**config.mk**
```make
export PLATFORM = sky130hd
export DESIGN_NAME = slte_tx_encoder
export DESIGN_NICKNAME = d
export VERILOG_FILES = /design/src/shared/slte_pkg.sv /design/src/design/slte_tx_encoder.sv
export SDC_FILE = /design/constraint.sdc
export NUM_CORES = 1
export LEC_CHECK = 0
export BUFFER_PORTS_ARGS = -buffer_cell sky130_fd_sc_hd__buf_2
export CAP_MARGIN = 10
export CORE_UTILIZATION = 65
export CTS_CLUSTER_SIZE = 40
export DETAILED_ROUTE_END_ITERATION = 6
export PLACE_DENSITY = 0.82
export SLEW_MARGIN = 20
export SYNTH_ARGS = -nofsm -noshare
export SYNTH_HDL_FRONTEND = slang
export SYNTH_HIERARCHICAL = 1
export SYNTH_SLANG_ARGS = --single-unit
```
**constraint.sdc**
```tcl
create_clock -name ref_clk_i -period 10.5 [get_ports ref_clk_i]
set_clock_uncertainty 0.1 [all_clocks]
set_input_delay 2.1 -clock ref_clk_i [delete_from_list [all_inputs] [get_ports ref_clk_i]]
set_output_delay 2.1 -clock ref_clk_i [all_outputs]
set_load 0.05 [all_outputs]
```
**src/shared/slte_pkg.sv**
```systemverilog
// Constants, symbol tables and mode encodings for the serial link transmit character encoder.
// Overview of operation
// - Characters pass FIFO, encoder, then shift out on the serial line.
// - Bit rate is the reference rate times 2.5, 5 or 10.
// - Parallel side takes 8/10-bit characters or 10/12-bit pre-encoded characters per mode.
// - With the encoder bypassed the special select input is ignored.
// - Mode comes from static FIFO-bypass, encoder-bypass and width select inputs.
// - Synchronous modes are used only while FIFO bypass select is low.
// - Synchronous encoded mode skips the FIFO but keeps the encoder.
// - Synchronous encoded mode captures one character per character slot into the encoder.
// - Synchronous mode serialises at the reference rate times 10 or 5.
// - Synchronous encoded mode ignores FIFO clear and pause inputs.
// - Without strobe the encoder is loaded with the sync pair of the width.
// - Encoded character is violation bit, data bits and special select bit.
// - Special select low encodes the data bus with data symbol codes.
// - Special select high encodes the command bus with special symbol codes.
// - 8-bit command codes map to fixed 5-bit symbol pairs, 0 sync, 1 idle.
// - 10-bit command codes map to fixed 6-bit symbol pairs, 0 sync.
// - Encoded symbols go out most significant bit first, high symbol first.
// - Command field is four bits in 8-bit mode, two bits in 10-bit mode.
`default_nettype none
package slte_pkg;
  // Bit rate selection, multiplier relative to the character reference rate.
  localparam logic [1:0] SLTE_RATE_X10 = 2'h0;
  localparam logic [1:0] SLTE_RATE_X5  = 2'h1;
  localparam logic [1:0] SLTE_RATE_X25 = 2'h2;
  localparam logic [2:0] SLTE_DIV_X10  = 3'h1;
  localparam logic [2:0] SLTE_DIV_X5   = 3'h2;
  localparam logic [2:0] SLTE_DIV_X25  = 3'h4;
  // Symbol pair lengths in bits.
  localparam logic [3:0] SLTE_LEN_8    = 4'ha;
  localparam logic [3:0] SLTE_LEN_10   = 4'hc;
  // Stored character word field positions.
  localparam int SLTE_WORD_W   = 18;
  localparam int SLTE_POS_VIOL = 17;
  localparam int SLTE_POS_SPEC = 16;
  localparam int SLTE_POS_CMD  = 12;
  localparam int SLTE_FIFO_D   = 32;
  // Fill and violation pairs, left justified where shorter than twelve bits.
  localparam logic [9:0]  SLTE_SYNC8_PAIR  = 10'h311;
  localparam logic [11:0] SLTE_SYNC10_PAIR = 12'h623;
  localparam logic [9:0]  SLTE_VIOL8_PAIR  = 10'h3e0;
  localparam logic [11:0] SLTE_VIOL10_PAIR = 12'hfc0;
  localparam logic [4:0] SLTE_ENC5 [0:15] = '{
    5'h1e, 5'h09, 5'h14, 5'h15, 5'h0a, 5'h0b, 5'h0e, 5'h0f,
    5'h12, 5'h13, 5'h16, 5'h17, 5'h1a, 5'h1b, 5'h1c, 5'h1d};
  localparam logic [5:0] SLTE_ENC6 [0:31] = '{
    6'h26, 6'h2c, 6'h24, 6'h25, 6'h12, 6'h13, 6'h16, 6'h17,
    6'h22, 6'h31, 6'h37, 6'h27, 6'h32, 6'h33, 6'h34, 6'h35,
    6'h3e, 6'h19, 6'h29, 6'h2d, 6'h1a, 6'h1b, 6'h1e, 6'h1f,
    6'h2a, 6'h2b, 6'h2e, 6'h2f, 6'h3a, 6'h3b, 6'h3c, 6'h3d};
  localparam logic [9:0] SLTE_CMD8 [0:15] = '{
    10'h311, 10'h3ff, 10'h1ad, 10'h1b9, 10'h3e4, 10'h1a7, 10'h327, 10'h339,
    10'h084, 10'h09f, 10'h080, 10'h0e7, 10'h0f9, 10'h004, 10'h01f, 10'h000};
  localparam logic [11:0] SLTE_CMD10 [0:3] = '{12'h623, 12'hfff, 12'h75d, 12'h779};
  // Latched transmit mode, one-hot.
  typedef enum logic [3:0] {
    SLTE_SYNC_ENC = 4'h1,
    SLTE_SYNC_PRE = 4'h2,
    SLTE_ASYN_ENC = 4'h4,
    SLTE_ASYN_PRE = 4'h8
  } slte_mode_t;
endpackage
`default_nettype wire

```
**src/design/slte_tx_encoder.sv**
```systemverilog
// Transmit character path: character FIFO, 4B/5B and 5B/6B encoder, NRZI serializer.
`default_nettype none

module slte_fifo #(
  parameter int WIDTH = 18,
  parameter int DEPTH = 32
) (
  input  wire logic             ref_clk_i,
  input  wire logic             rst_b_i,
  input  wire logic             clear_i,
  // Fill side
  input  wire logic             in_valid_i,
  output logic                  in_ready_o,
  input  wire logic [WIDTH-1:0] in_data_i,
  // Drain side
  output logic                  out_valid_o,
  input  wire logic             out_ready_i,
  output logic [WIDTH-1:0]      out_data_o
);
  localparam int AW = $clog2(DEPTH);
  logic [WIDTH-1:0] mem [0:DEPTH-1];
  logic [AW-1:0]    wr_q;
  logic [AW-1:0]    rd_q;
  logic [AW:0]      cnt_q;
  logic [AW:0]      cnt_d;
  logic             not_full_q;
  wire              push_w = in_valid_i && not_full_q;
  wire              pop_w  = out_ready_i && (cnt_q != '0);

  assign cnt_d       = cnt_q + (AW+1)'(push_w) - (AW+1)'(pop_w);
  assign in_ready_o  = not_full_q;
  assign out_valid_o = cnt_q != '0;
  assign out_data_o  = mem[rd_q];

  always_ff @(posedge ref_clk_i) begin
    if (push_w) begin
      mem[wr_q] <= in_data_i;
    end
  end

  always_ff @(posedge ref_clk_i) begin
    if (!rst_b_i || clear_i) begin
      wr_q       <= '0;
      rd_q       <= '0;
      cnt_q      <= '0;
      not_full_q <= 1'b1;
    end else begin
      wr_q       <= push_w ? AW'(wr_q + 1'b1) : wr_q;
      rd_q       <= pop_w ? AW'(rd_q + 1'b1) : rd_q;
      cnt_q      <= cnt_d;
      not_full_q <= cnt_d != (AW+1)'(DEPTH);
    end
  end
endmodule

module slte_tx_encoder #(
  parameter int FIFO_DEPTH = slte_pkg::SLTE_FIFO_D
) (
  // Clock and reset
  input  wire logic        ref_clk_i,
  input  wire logic        rst_b_i,
  // Static mode selection
  input  wire logic        fifo_bypass_select_i,
  input  wire logic        encoder_bypass_select_i,
  input  wire logic        char_width_select_i,
  input  wire logic [1:0]  bit_rate_select_i,
  // Parallel character input
  input  wire logic [11:0] tx_char_input_i,
  input  wire logic [3:0]  tx_command_bus_i,
  input  wire logic        tx_special_select_i,
  input  wire logic        tx_violation_send_i,
  input  wire logic        tx_char_strobe_i,
  input  wire logic        tx_fifo_clear_i,
  input  wire logic        tx_pause_request_i,
  // Status toward the host
  output logic             tx_char_taken_o,
  output logic             tx_fifo_ready_o,
  output logic             tx_sync_mode_o,
  // Serial line
  output logic             serial_line_out_p_o,
  output logic             serial_line_out_n_o
);
  localparam int W = slte_pkg::SLTE_WORD_W;

  slte_pkg::slte_mode_t mode_q;
  logic [1:0]  rate_q;
  logic [2:0]  div_q;
  logic [3:0]  cnt_q;
  logic [11:0] sh_q;
  logic        line_q;
  logic        line_n_q;
  logic        taken_q;
  logic        ready_q;
  logic        sync_q;

  // Mode decode from the pins; it takes effect only at a pair boundary.
  wire         sync_w   = !fifo_bypass_select_i;
  wire         pre_w    = encoder_bypass_select_i;
  wire         w8_w     = char_width_select_i;
  slte_pkg::slte_mode_t mode_w;
  assign mode_w = sync_w ? (pre_w ? slte_pkg::SLTE_SYNC_PRE : slte_pkg::SLTE_SYNC_ENC)
                         : (pre_w ? slte_pkg::SLTE_ASYN_PRE : slte_pkg::SLTE_ASYN_ENC);

  // Bit enable divider; the 2.5x rate is refused in synchronous modes.
  wire         in_sync  = mode_q inside {slte_pkg::SLTE_SYNC_ENC, slte_pkg::SLTE_SYNC_PRE};
  wire [2:0]   div_max  = (rate_q == slte_pkg::SLTE_RATE_X10) ? slte_pkg::SLTE_DIV_X10 :
                          (rate_q == slte_pkg::SLTE_RATE_X5 || in_sync) ? slte_pkg::SLTE_DIV_X5 :
                          slte_pkg::SLTE_DIV_X25;
  wire         bit_en   = div_q == 3'h1;
  wire         load_w   = bit_en && (cnt_q <= 4'h1);

  // Character word and FIFO; the FIFO is filled only in asynchronous modes.
  wire [W-1:0] in_word  = {tx_violation_send_i, tx_special_select_i, tx_command_bus_i, tx_char_input_i};
  logic        f_vld;
  logic        f_rdy;
  logic [W-1:0] f_word;
  wire         f_clr    = !in_sync && tx_fifo_clear_i;
  wire         f_push   = !in_sync && tx_char_strobe_i;
  wire         f_pop    = load_w && !sync_w && !tx_pause_request_i;

  slte_fifo #(.WIDTH(W), .DEPTH(FIFO_DEPTH)) u_fifo (
    .ref_clk_i  (ref_clk_i),
    .rst_b_i    (rst_b_i),
    .clear_i    (f_clr),
    .in_valid_i (f_push),
    .in_ready_o (f_rdy),
    .in_data_i  (in_word),
    .out_valid_o(f_vld),
    .out_ready_i(f_pop),
    .out_data_o (f_word)
  );

  // Source of the next pair: the host directly in synchronous modes, the FIFO head otherwise.
  wire [W-1:0] src_w    = sync_w ? in_word : f_word;
  wire         src_vld  = sync_w ? tx_char_strobe_i : (f_vld && !tx_pause_request_i);
  wire [11:0]  dat_w    = src_w[11:0];
  wire [3:0]   cmd_w    = src_w[slte_pkg::SLTE_POS_CMD +: 4];
  wire         spec_w   = src_w[slte_pkg::SLTE_POS_SPEC];
  wire         viol_w   = src_w[slte_pkg::SLTE_POS_VIOL];

  // Data and command symbol pairs, high symbol leftmost.
  wire [11:0]  d8_pair  = {slte_pkg::SLTE_ENC5[dat_w[7:4]], slte_pkg::SLTE_ENC5[dat_w[3:0]], 2'h0};
  wire [11:0]  d10_pair = {slte_pkg::SLTE_ENC6[dat_w[9:5]], slte_pkg::SLTE_ENC6[dat_w[4:0]]};
  wire [11:0]  c8_pair  = {slte_pkg::SLTE_CMD8[cmd_w], 2'h0};
  wire [11:0]  c10_pair = slte_pkg::SLTE_CMD10[cmd_w[1:0]];
  wire [11:0]  s_pair   = w8_w ? {slte_pkg::SLTE_SYNC8_PAIR, 2'h0} : slte_pkg::SLTE_SYNC10_PAIR;
  wire [11:0]  v_pair   = w8_w ? {slte_pkg::SLTE_VIOL8_PAIR, 2'h0} : slte_pkg::SLTE_VIOL10_PAIR;
  wire [11:0]  enc_pair = spec_w ? (w8_w ? c8_pair : c10_pair)
                                 : (w8_w ? d8_pair : d10_pair);

  // Pre-encoded characters leave least significant bit first, so they are reversed here.
  logic [11:0] rev_w;
  always_comb begin
    rev_w = '0;
    for (int i = 0; i < 12; i++) begin
      rev_w[11-i] = dat_w[i];
    end
  end

  // The special select is not looked at in pre-encoded modes.
  wire [11:0]  pair_w   = !src_vld ? s_pair :
                          pre_w    ? rev_w :
                          viol_w   ? v_pair : enc_pair;
  wire [3:0]   len_w    = w8_w ? slte_pkg::SLTE_LEN_8 : slte_pkg::SLTE_LEN_10;

  // Shifter, bit counter and mode latch; the mode is caught only when a new pair loads.
  always_ff @(posedge ref_clk_i) begin
    if (!rst_b_i) begin
      mode_q <= slte_pkg::SLTE_SYNC_ENC;
      rate_q <= slte_pkg::SLTE_RATE_X10;
      div_q  <= 3'h1;
      cnt_q  <= 4'h0;
      sh_q   <= 12'h000;
    end else begin
      div_q <= bit_en ? div_max : 3'(div_q - 1'b1);
      if (load_w) begin
        mode_q <= mode_w;
        rate_q <= bit_rate_select_i;
        cnt_q  <= len_w;
        sh_q   <= pair_w;
      end else if (bit_en) begin
        cnt_q <= 4'(cnt_q - 1'b1);
        sh_q  <= {sh_q[10:0], 1'b0};
      end
    end
  end

  // NRZI line: a one toggles the line, a zero holds it.
  // The complement has a flop of its own so that both line outputs switch on the same edge.
  always_ff @(posedge ref_clk_i) begin
    if (!rst_b_i) begin
      line_q   <= 1'b0;
      line_n_q <= 1'b1;
    end else if (bit_en && cnt_q != 4'h0 && sh_q[11]) begin
      line_q   <= !line_q;
      line_n_q <= line_q;
    end
  end

  // Host handshake status.
  always_ff @(posedge ref_clk_i) begin
    if (!rst_b_i) begin
      taken_q <= 1'b0;
      ready_q <= 1'b0;
      sync_q  <= 1'b1;
    end else begin
      taken_q <= sync_w ? (load_w && tx_char_strobe_i) : (f_push && f_rdy);
      ready_q <= !in_sync && f_rdy && !f_clr;
      sync_q  <= in_sync;
    end
  end

  assign tx_char_taken_o     = taken_q;
  assign tx_fifo_ready_o     = ready_q;
  assign tx_sync_mode_o      = sync_q;
  assign serial_line_out_p_o = line_q;
  assign serial_line_out_n_o = line_n_q;

  // Checks on the shifter and the character path.
  property p_sync_fill;
    @(posedge ref_clk_i) disable iff (!rst_b_i)
      (load_w && sync_w && !tx_char_strobe_i && w8_w) |=> (sh_q == {slte_pkg::SLTE_SYNC8_PAIR, 2'h0});
  endproperty
  a_sync_fill: assert property (p_sync_fill) else $error("Sync fill pair not loaded.");

  property p_take;
    @(posedge ref_clk_i) disable iff (!rst_b_i)
      (load_w && sync_w && tx_char_strobe_i) |=> tx_char_taken_o;
  endproperty
  a_take: assert property (p_take) else $error("Strobed character not taken at its slot.");

  property p_no_fifo_sync;
    @(posedge ref_clk_i) disable iff (!rst_b_i)
      (in_sync && tx_char_strobe_i) |=> (u_fifo.cnt_q == $past(u_fifo.cnt_q)) || $past(f_pop);
  endproperty
  a_no_fifo_sync: assert property (p_no_fifo_sync) else $error("FIFO filled in synchronous mode.");

  property p_pause;
    @(posedge ref_clk_i) disable iff (!rst_b_i)
      (!in_sync && tx_pause_request_i && !f_clr) |=> (u_fifo.rd_q == $past(u_fifo.rd_q));
  endproperty
  a_pause: assert property (p_pause) else $error("FIFO drained while paused.");

  property p_mode_stable;
    @(posedge ref_clk_i) disable iff (!rst_b_i)
      !load_w |=> $stable(mode_q);
  endproperty
  a_mode_stable: assert property (p_mode_stable) else $error("Mode changed inside a pair.");

  property p_len;
    @(posedge ref_clk_i) disable iff (!rst_b_i)
      load_w |=> (cnt_q == ($past(w8_w) ? slte_pkg::SLTE_LEN_8 : slte_pkg::SLTE_LEN_10)) ##1 (cnt_q <= $past(cnt_q));
  endproperty
  a_len: assert property (p_len) else $error("Pair length wrong for width.");

  property p_nrzi;
    @(posedge ref_clk_i) disable iff (!rst_b_i)
      (bit_en && cnt_q != 4'h0) |=> (serial_line_out_p_o != $past(serial_line_out_p_o)) == $past(sh_q[11]);
  endproperty
  a_nrzi: assert property (p_nrzi) else $error("Line toggle does not match bit.");

  property p_rate10;
    @(posedge ref_clk_i) disable iff (!rst_b_i)
      (rate_q == slte_pkg::SLTE_RATE_X10 && bit_en && !load_w) |=> bit_en;
  endproperty
  a_rate10: assert property (p_rate10) else $error("Bit enable missing at full rate.");

  property p_rate5_sync;
    @(posedge ref_clk_i) disable iff (!rst_b_i)
      (in_sync && rate_q != slte_pkg::SLTE_RATE_X10 && bit_en && !load_w) |=> !bit_en ##1 bit_en;
  endproperty
  a_rate5_sync: assert property (p_rate5_sync) else $error("Synchronous half rate wrong.");

  property p_cmd8;
    @(posedge ref_clk_i) disable iff (!rst_b_i)
      (load_w && sync_w && !pre_w && w8_w && tx_char_strobe_i && tx_special_select_i
       && !tx_violation_send_i && tx_command_bus_i == 4'h1) |=> (sh_q == 12'hffc);
  endproperty
  a_cmd8: assert property (p_cmd8) else $error("Idle command pair wrong.");

  property p_bypass_spec;
    @(posedge ref_clk_i) disable iff (!rst_b_i)
      (load_w && sync_w && pre_w && tx_char_strobe_i)
        |=> (sh_q == $past(rev_w)) && (sh_q[11] == $past(tx_char_input_i[0]));
  endproperty
  a_bypass_spec: assert property (p_bypass_spec) else $error("Pre-encoded word altered.");

  property p_line_pair;
    @(posedge ref_clk_i) disable iff (!rst_b_i)
      serial_line_out_n_o == !serial_line_out_p_o;
  endproperty
  a_line_pair: assert property (p_line_pair) else $error("Line outputs not complementary.");

  property p_async_take;
    @(posedge ref_clk_i) disable iff (!rst_b_i)
      (!in_sync && fifo_bypass_select_i && tx_char_strobe_i) |=> (tx_char_taken_o == $past(f_rdy));
  endproperty
  a_async_take: assert property (p_async_take) else $error("Buffered push acknowledge wrong.");

  property p_sync_ready;
    @(posedge ref_clk_i) disable iff (!rst_b_i)
      in_sync |=> !tx_fifo_ready_o;
  endproperty
  a_sync_ready: assert property (p_sync_ready) else $error("FIFO ready shown in synchronous mode.");

  property p_sync_clear;
    @(posedge ref_clk_i) disable iff (!rst_b_i)
      (in_sync && tx_fifo_clear_i) |=> (u_fifo.wr_q == $past(u_fifo.wr_q));
  endproperty
  a_sync_clear: assert property (p_sync_clear) else $error("FIFO clear acted in synchronous mode.");

  property p_sync10_fill;
    @(posedge ref_clk_i) disable iff (!rst_b_i)
      (load_w && sync_w && !tx_char_strobe_i && !w8_w) |=> (sh_q == slte_pkg::SLTE_SYNC10_PAIR);
  endproperty
  a_sync10_fill: assert property (p_sync10_fill) else $error("Wide sync fill pair not loaded.");

  property p_viol8;
    @(posedge ref_clk_i) disable iff (!rst_b_i)
      (load_w && sync_w && !pre_w && w8_w && tx_char_strobe_i && tx_violation_send_i)
        |=> (sh_q == {slte_pkg::SLTE_VIOL8_PAIR, 2'h0});
  endproperty
  a_viol8: assert property (p_viol8) else $error("Narrow violation pair wrong.");

  property p_viol10;
    @(posedge ref_clk_i) disable iff (!rst_b_i)
      (load_w && sync_w && !pre_w && !w8_w && tx_char_strobe_i && tx_violation_send_i)
        |=> (sh_q == slte_pkg::SLTE_VIOL10_PAIR);
  endproperty
  a_viol10: assert property (p_viol10) else $error("Wide violation pair wrong.");

  property p_data8;
    @(posedge ref_clk_i) disable iff (!rst_b_i)
      (load_w && sync_w && !pre_w && w8_w && tx_char_strobe_i && !tx_special_select_i
       && !tx_violation_send_i && tx_char_input_i[7:0] == 8'hf0) |=> (sh_q == 12'hef8);
  endproperty
  a_data8: assert property (p_data8) else $error("Data character pair wrong.");

  property p_cmd10;
    @(posedge ref_clk_i) disable iff (!rst_b_i)
      (load_w && sync_w && !pre_w && !w8_w && tx_char_strobe_i && tx_special_select_i
       && !tx_violation_send_i && tx_command_bus_i[1:0] == 2'h0) |=> (sh_q == 12'h623);
  endproperty
  a_cmd10: assert property (p_cmd10) else $error("Wide sync command pair wrong.");

  c_sync_data:  cover property (@(posedge ref_clk_i) disable iff (!rst_b_i) load_w && sync_w && tx_char_strobe_i);
  c_fifo_full:  cover property (@(posedge ref_clk_i) disable iff (!rst_b_i) !in_sync && !f_rdy);
  c_cmd10:      cover property (@(posedge ref_clk_i) disable iff (!rst_b_i) load_w && !w8_w && spec_w && src_vld);
  c_async_fill: cover property (@(posedge ref_clk_i) disable iff (!rst_b_i) load_w && !sync_w && !f_vld);
  c_rate_half:  cover property (@(posedge ref_clk_i) disable iff (!rst_b_i)
                                load_w && in_sync && rate_q != slte_pkg::SLTE_RATE_X10);
endmodule
`default_nettype wire

```
# Word level (Yosys, flattened, before mapping)
# Memories as Yosys holds them, arrays and structs flattened. A register that Yosys moved wholly into a read port is not among the register bits.
# Index checks and enable logic that the tools add are counted.
# Widths: inputs -> output; s select.
[classes] add_sub_neg=6 eq_ne=5 mux=39 bitwise=6 n_reduce_logical=25 order_cmp=7
[op_table] operator="$mux 12" count=11
[op_table] operator="$mux 5" count=6
[op_table] operator="$bmux 12 s2" count=1
[op_table] operator="$mux 6" count=4
[op_table] operator="$mux 10" count=2
[op_table] operator="$mux 18" count=1
[op_table] operator="$mux 4" count=4
[op_table] operator="$ge 5x5->1 const B" count=3
[op_table] operator="$not 4->5" count=3
[op_table] operator="$logic_and 1x1->1" count=13
[op_table] operator="$ge 6x6->1 const B" count=2
[op_table] operator="$mux 3" count=4
[op_table] operator="$not 5->6" count=2
[op_table] operator="$add 5x1->5 const B" count=2
[op_table] operator="$mux 7" count=1
[op_table] operator="$add 6x1->6" count=1
[op_table] operator="$ne 6x6->1 const B" count=1
[op_table] operator="$reduce_bool 6->1" count=1
[op_table] operator="$sub 6x1->6" count=1
[op_table] operator="$logic_not 1->1" count=5
[op_table] operator="$eq 4x1->1 const B" count=1
[op_table] operator="$eq 4x2->1 const B" count=1
[op_table] operator="$le 4x1->1 const B" count=1
[op_table] operator="$mux 1" count=4
[op_table] operator="other kinds (11)" count=13
[totals] wordCells=108 romBits=704 ram_bits=576 mem_count=6 ff_bits=47 inputBits=28
[memory_table] memory="u_fifo.mem" words=32 word_bits=18 rd=1 rd_clocked_by_memory_dff=1 write_ports=1 line_no="slte_tx_encoder.sv:21" text="logic [WIDTH-1:0] mem [0:DEPTH-1];"
[memory_table] memory="(no name shown)" words=32 word_bits=6 rd=1 rd_clocked_by_memory_dff=0 write_ports=0 line_no="slte_tx_encoder.sv:143" text="wire [11:0] d10_pair = {slte_pkg::SLTE_ENC6[dat_w[9:5]], slte_pkg::SLTE_ENC6[dat_w[4:0]]};"
[memory_table] memory="(no name shown)" words=32 word_bits=6 rd=1 rd_clocked_by_memory_dff=0 write_ports=0 line_no="slte_tx_encoder.sv:143"
[memory_table] memory="(no name shown)" words=16 word_bits=10 rd=1 rd_clocked_by_memory_dff=0 write_ports=0 line_no="slte_tx_encoder.sv:144" text="wire [11:0] c8_pair = {slte_pkg::SLTE_CMD8[cmd_w], 2'h0};"
[memory_table] memory="(no name shown)" words=16 word_bits=5 rd=1 rd_clocked_by_memory_dff=0 write_ports=0 line_no="slte_tx_encoder.sv:142" text="wire [11:0] d8_pair = {slte_pkg::SLTE_ENC5[dat_w[7:4]], slte_pkg::SLTE_ENC5[dat_w[3:0]], 2'h0};"
[memory_table] memory="(no name shown)" words=16 word_bits=5 rd=1 rd_clocked_by_memory_dff=0 write_ports=0 line_no="slte_tx_encoder.sv:142"

# Depth between registers and ports, before layout
[depth] word_depth=11 mapped_depth=18

# Modules after synthesis
# The synthesis kept the hierarchy.
[modules_own_cells] module="slte_fifo" instances=1 cells_each=1217 seq_area_each_um2=17737.0 area_per_inst_um2=23232.3
[modules_own_cells] module="slte_tx_encoder" instances=1 cells_each=392 seq_area_each_um2=600.6 area_per_inst_um2=3113.0

# Worst setup path before layout
# No wires, ideal clock.
[synth_path] kind="input port to flip-flop" start="in fifo_bypass_select_i" end="reg u_fifo.not_full_q, in the netlist u_fifo/in_ready_o" arrival_time_ns=5.206 required_time_ns=10.266 path_buffers=6 cell_stages=17 setup_slack_ns=5.060 setup_ns=0.134 cell_sequence="buf_6 -> buf_8 -> buf_4 -> buf_2 -> clkbuf_1 -> nor3b_1 -> and2_1 -> clkbuf_1 -> xnor2_1 -> ha_1 -> inv_1 -> fa_1 -> inv_1 -> a21oi_1 -> o21ai_0 -> xnor2_1 -> or4b_1"
[synth_between] elab_chain_cells=5
[synth_rtl] element="start, declared" line_no="slte_tx_encoder.sv:63" text="input wire logic fifo_bypass_select_i,"
[synth_rtl] element="$logic_and 1x1->1 (2 in a row)" line_no="slte_tx_encoder.sv:119" text="wire f_pop = load_w && !sync_w && !tx_pause_request_i;"
[synth_rtl] element="net f_pop" line_no="slte_tx_encoder.sv:119"
[synth_rtl] element="$logic_and 1x1->1" line_no="slte_tx_encoder.sv:28" text="wire pop_w = out_ready_i && (cnt_q != '0);"
[synth_rtl] element="$sub 6x1->6" line_no="slte_tx_encoder.sv:30" text="assign cnt_d = cnt_q + (AW+1)'(push_w) - (AW+1)'(pop_w);"
[synth_rtl] element="$ne 6x6->1" line_no="slte_tx_encoder.sv:51" text="not_full_q <= cnt_d != (AW+1)'(DEPTH);"
[synth_rtl] element="end signal, assigned" line_no="slte_tx_encoder.sv:51"
[synth_rtl] element="end, declared" line_no="slte_tx_encoder.sv:26" text="logic not_full_q;"
# The timed path passes the listed nets, and every way through them passes these cells.
# A chain may end at the register's enable or synchronous reset.

==> results list <==
- Clock buffer depth: 3
- Worst path required time: 10.93 ns
* Number of buffers inserted by hold repair at cts: 0
- The area growth from synthesis to layout is 9.41%.
* Number of core rows: 73
* Startpoint class of the critical path: flip-flop
- The floorplan step defined a die boundary enclosing 41300 um^2.
* Min cycle time layout: 5.11 ns
- The first global-routing pass estimated approximately 93000 um of wire.
* Setup fix buffers added after clock tree synthesis: 0
- In this run the tightest slew margin relative to its limit is 22.1%.
- Post-synthesis sequential area ratio: 69.6%
- The H-tree was split into 2 levels.
- In the global route stage, overall resource usage came out at 30.9%.
* Pin count of the biggest net entering global routing: between 60 and 70
- Source-to-sink clock delay at the later pin of the worst-skew pair: 0.62 ns
- Half-perimeter wire length after placement: 35700 um
- Largest fanout on the critical path: 53
- The routed layout has 15000 vias.
- Yosys printed 6 warnings.
- Global route total overflow: 0
- Predominant post-synthesis flop cell: sky130_fd_sc_hd__edfxtp_1
* Top achievable clock speed: 0.196 GHz
- Number of instances in the synthesized netlist: about 1600
- Clock tree synthesis inserted a total of 59 buffers.
* Part of the cycle the worst path needs: 48.6%
* Count of flip-flops with a built-in enable after synthesis: 576
- The number of antenna violations at the first check in global routing came to 1.
* Max Transition Viols Final: 0
- The tree is rooted in a sky130_fd_sc_hd__clkbuf_16.
- Power per unit of standard cell area: about 200 nW/um^2
- For the final routed database, the setup TNS stands at 0 ns.
* Unrepaired setup endpoints after global routing: false
- Clock transition at path regs: 0.06 ns
* Min-Delay Path Depth: 2
* VDD IR max: 162 uV
- The number of gates resized after CTS was 0.
- In the final layout, the share of cells above drive strength 1 is 16.1%.
- Summing every instance area after synthesis gives around 26000 um^2.
- Commonest cells after routing, fill and taps aside: sky130_fd_sc_hd__edfxtp_1 (576), sky130_fd_sc_hd__mux2i_1 (169), sky130_fd_sc_hd__a22oi_1 (78)
* Design Power: approximately 5700 uW
- Synthesized flop and latch total: 628
* Die extent in x: 203 um
- Fraction of registers with async set or reset after synthesis: 0%
- In the final design database the tool counted 1700 nets.
* Via count of the first global-routing pass: 14700
* Routed WL per cell: between 20 and 30 um
* Worst R2R Path Depth: 11
* Most frequent standard cell in the layout excluding fill and tap cells: sky130_fd_sc_hd__edfxtp_1
- The critical path in this run is classified as flip-flop to flip-flop.
- The pre-antenna-repair detailed-routing pass consisted of 6 iterations.
- Overall die height: 203 um
* Starting utilization of the core area: roughly 66%
- Max-cap viol count: 0
- The detailed router finished its first iteration with about 1900 violations.
- Mean post-synth cell area: 16.4 um^2
- Setup violations remaining at the end of the flow were counted as 0.
- The count of nets left with antenna violations once routing finished came out at 0.
- Result of the run: complete, no violations
- Summed over all cells, the static leakage comes to 0.00892 uW.
* Setup crit end kind: flip-flop
- DR DRC count: 0
- The number of hold violations in the final report is 0.
- Floorplan core area: 39800 um^2
* Routed wire length: 62500 um
- Vias per std cell: 6.78
* Syn Nets: 1672
- The min-delay analysis places its worst path in the category flip-flop to flip-flop.
* Count of unique library cells instantiated by Yosys: 75
- Data arrives at the worst endpoint at between 5 and 6 ns.
- Number of sinks driven by the clock tree: 628
- For the pin with the worst max-slew slack, the measured transition is 1.17 ns.
- RD Place Congestion: about 0.9
- TritonCTS built the clock tree.
* Number of port buffers: 32
- Top-level I/O count: 33
## cell type report
cell class / count / area, um^2
antenna: 1 / 2.50
clock buffer: 69 / 1510
clock inverter: 37 / 327
fill: 2377 / 11000
inverter: 32 / 120
multi-input combinational: 860 / 7520
sequential: 628 / 18300
tap: 525 / 657
timing repair buffer: 56 / 340
## worst max-delay path: stages (launching register included)
cell	delay, ns
sky130_fd_sc_hd__dfxtp_4	0.94
sky130_fd_sc_hd__buf_4	0.74
sky130_fd_sc_hd__mux4_2	0.42
sky130_fd_sc_hd__nor2b_1	0.16
sky130_fd_sc_hd__a21oi_1	0.37
sky130_fd_sc_hd__nand4_1	0.24
sky130_fd_sc_hd__mux2i_1	0.53
sky130_fd_sc_hd__inv_1	0.31
sky130_fd_sc_hd__ha_1	0.29
sky130_fd_sc_hd__a221oi_1	0.43
sky130_fd_sc_hd__a31oi_1	0.11
sky130_fd_sc_hd__o32ai_1	0.31
## cell usage after synthesis (all sizes together), types with 5 or more instances
cell | n | area [um^2]
a211oi | 11 | 87.6
a21oi | 65 | 337
a22oi | 78 | 586
a31oi | 8 | 50.1
and2 | 9 | 56.3
and3 | 5 | 31.3
buf | 61 | 379
clkbuf | 28 | 105
dfxtp | 52 | 1040
edfxtp | 576 | 17300
ha | 34 | 425
inv | 32 | 120
mux2 | 9 | 109
mux2i | 173 | 1760
mux4 | 72 | 1620
nand2 | 45 | 169
nand3 | 56 | 280
nand3b | 8 | 60.1
nand4 | 25 | 156
nor2 | 81 | 328
nor2b | 42 | 263
nor3 | 7 | 35.0
nor3b | 6 | 45.0
o211ai | 8 | 65.1
o21ai | 18 | 93.8
o22ai | 5 | 31.3
or3 | 5 | 31.3
or3b | 6 | 52.6
xnor2 | 10 | 87.6
xor2 | 7 | 61.3
## metal layers
metal	global-route usage, %	routed length [um]	vias to the layer above
met4	12.1	2180	0
met1	43.3	24000	7595
met3	5.34	6110	120
met2	49.2	30200	834
li1	-	-	6430
met5	0	0	-
## metrics by stage
stage	area (um^2)	std cells	hold slack, ns	worst slack, ns	util (%)
3_3_place_gp	26900	2101	0.335	5.22	67.6
5_1_grt	28800	2207	0.388	5.04	72.4
4_1_cts	28800	2207	0.359	5.43	72.2
2_1_floorplan	26300	1609	0.328	5.06	-
3_5_place_dp	26900	2101	0.350	5.15	67.6
6_report	28800	2208	0.353	5.39	72.4
## report_power, final
part	switching, uW	internal [uW]
registers	40.2	2810
clock network	892	1150
logic	531	260
total	1460	4210
## kinds of logic after synthesis
family                     synth area share, %
AOI/OAI and AO/OA                         6.40
xor gates and xnor gates                 0.565
adders and majority gates                 1.69
buffers and inverters                     2.29
DFF                                       69.6
muxes                                     13.2
and+or+nand+nor                           6.21
## state kept, by name, summed over array words and instances (netlist names), named ones only
register	count
u_fifo/in_ready_o	1
div_q	3
u_fifo/rd_q	5
rate_q	2
u_fifo/cnt_q	6
tx_char_taken_o	1
serial_line_out_n_o	1
serial_line_out_p_o	1
u_fifo/mem	576
u_fifo/wr_q	5
tx_sync_mode_o	1
sh_q	12
mode_q	4
cnt_q	4
tx_fifo_ready_o	1
## final timing paths
check,startpoint,end,slack [ns]
hold / removal,mode_q[2],mode_q[2],0.35
hold reg to reg,mode_q[2],mode_q[2],0.35
setup reg to reg,flip-flop,sh_q[5],5.39
setup / recovery,flip-flop,sh_q[5],5.39
Power figures use the tool's default switching activity.
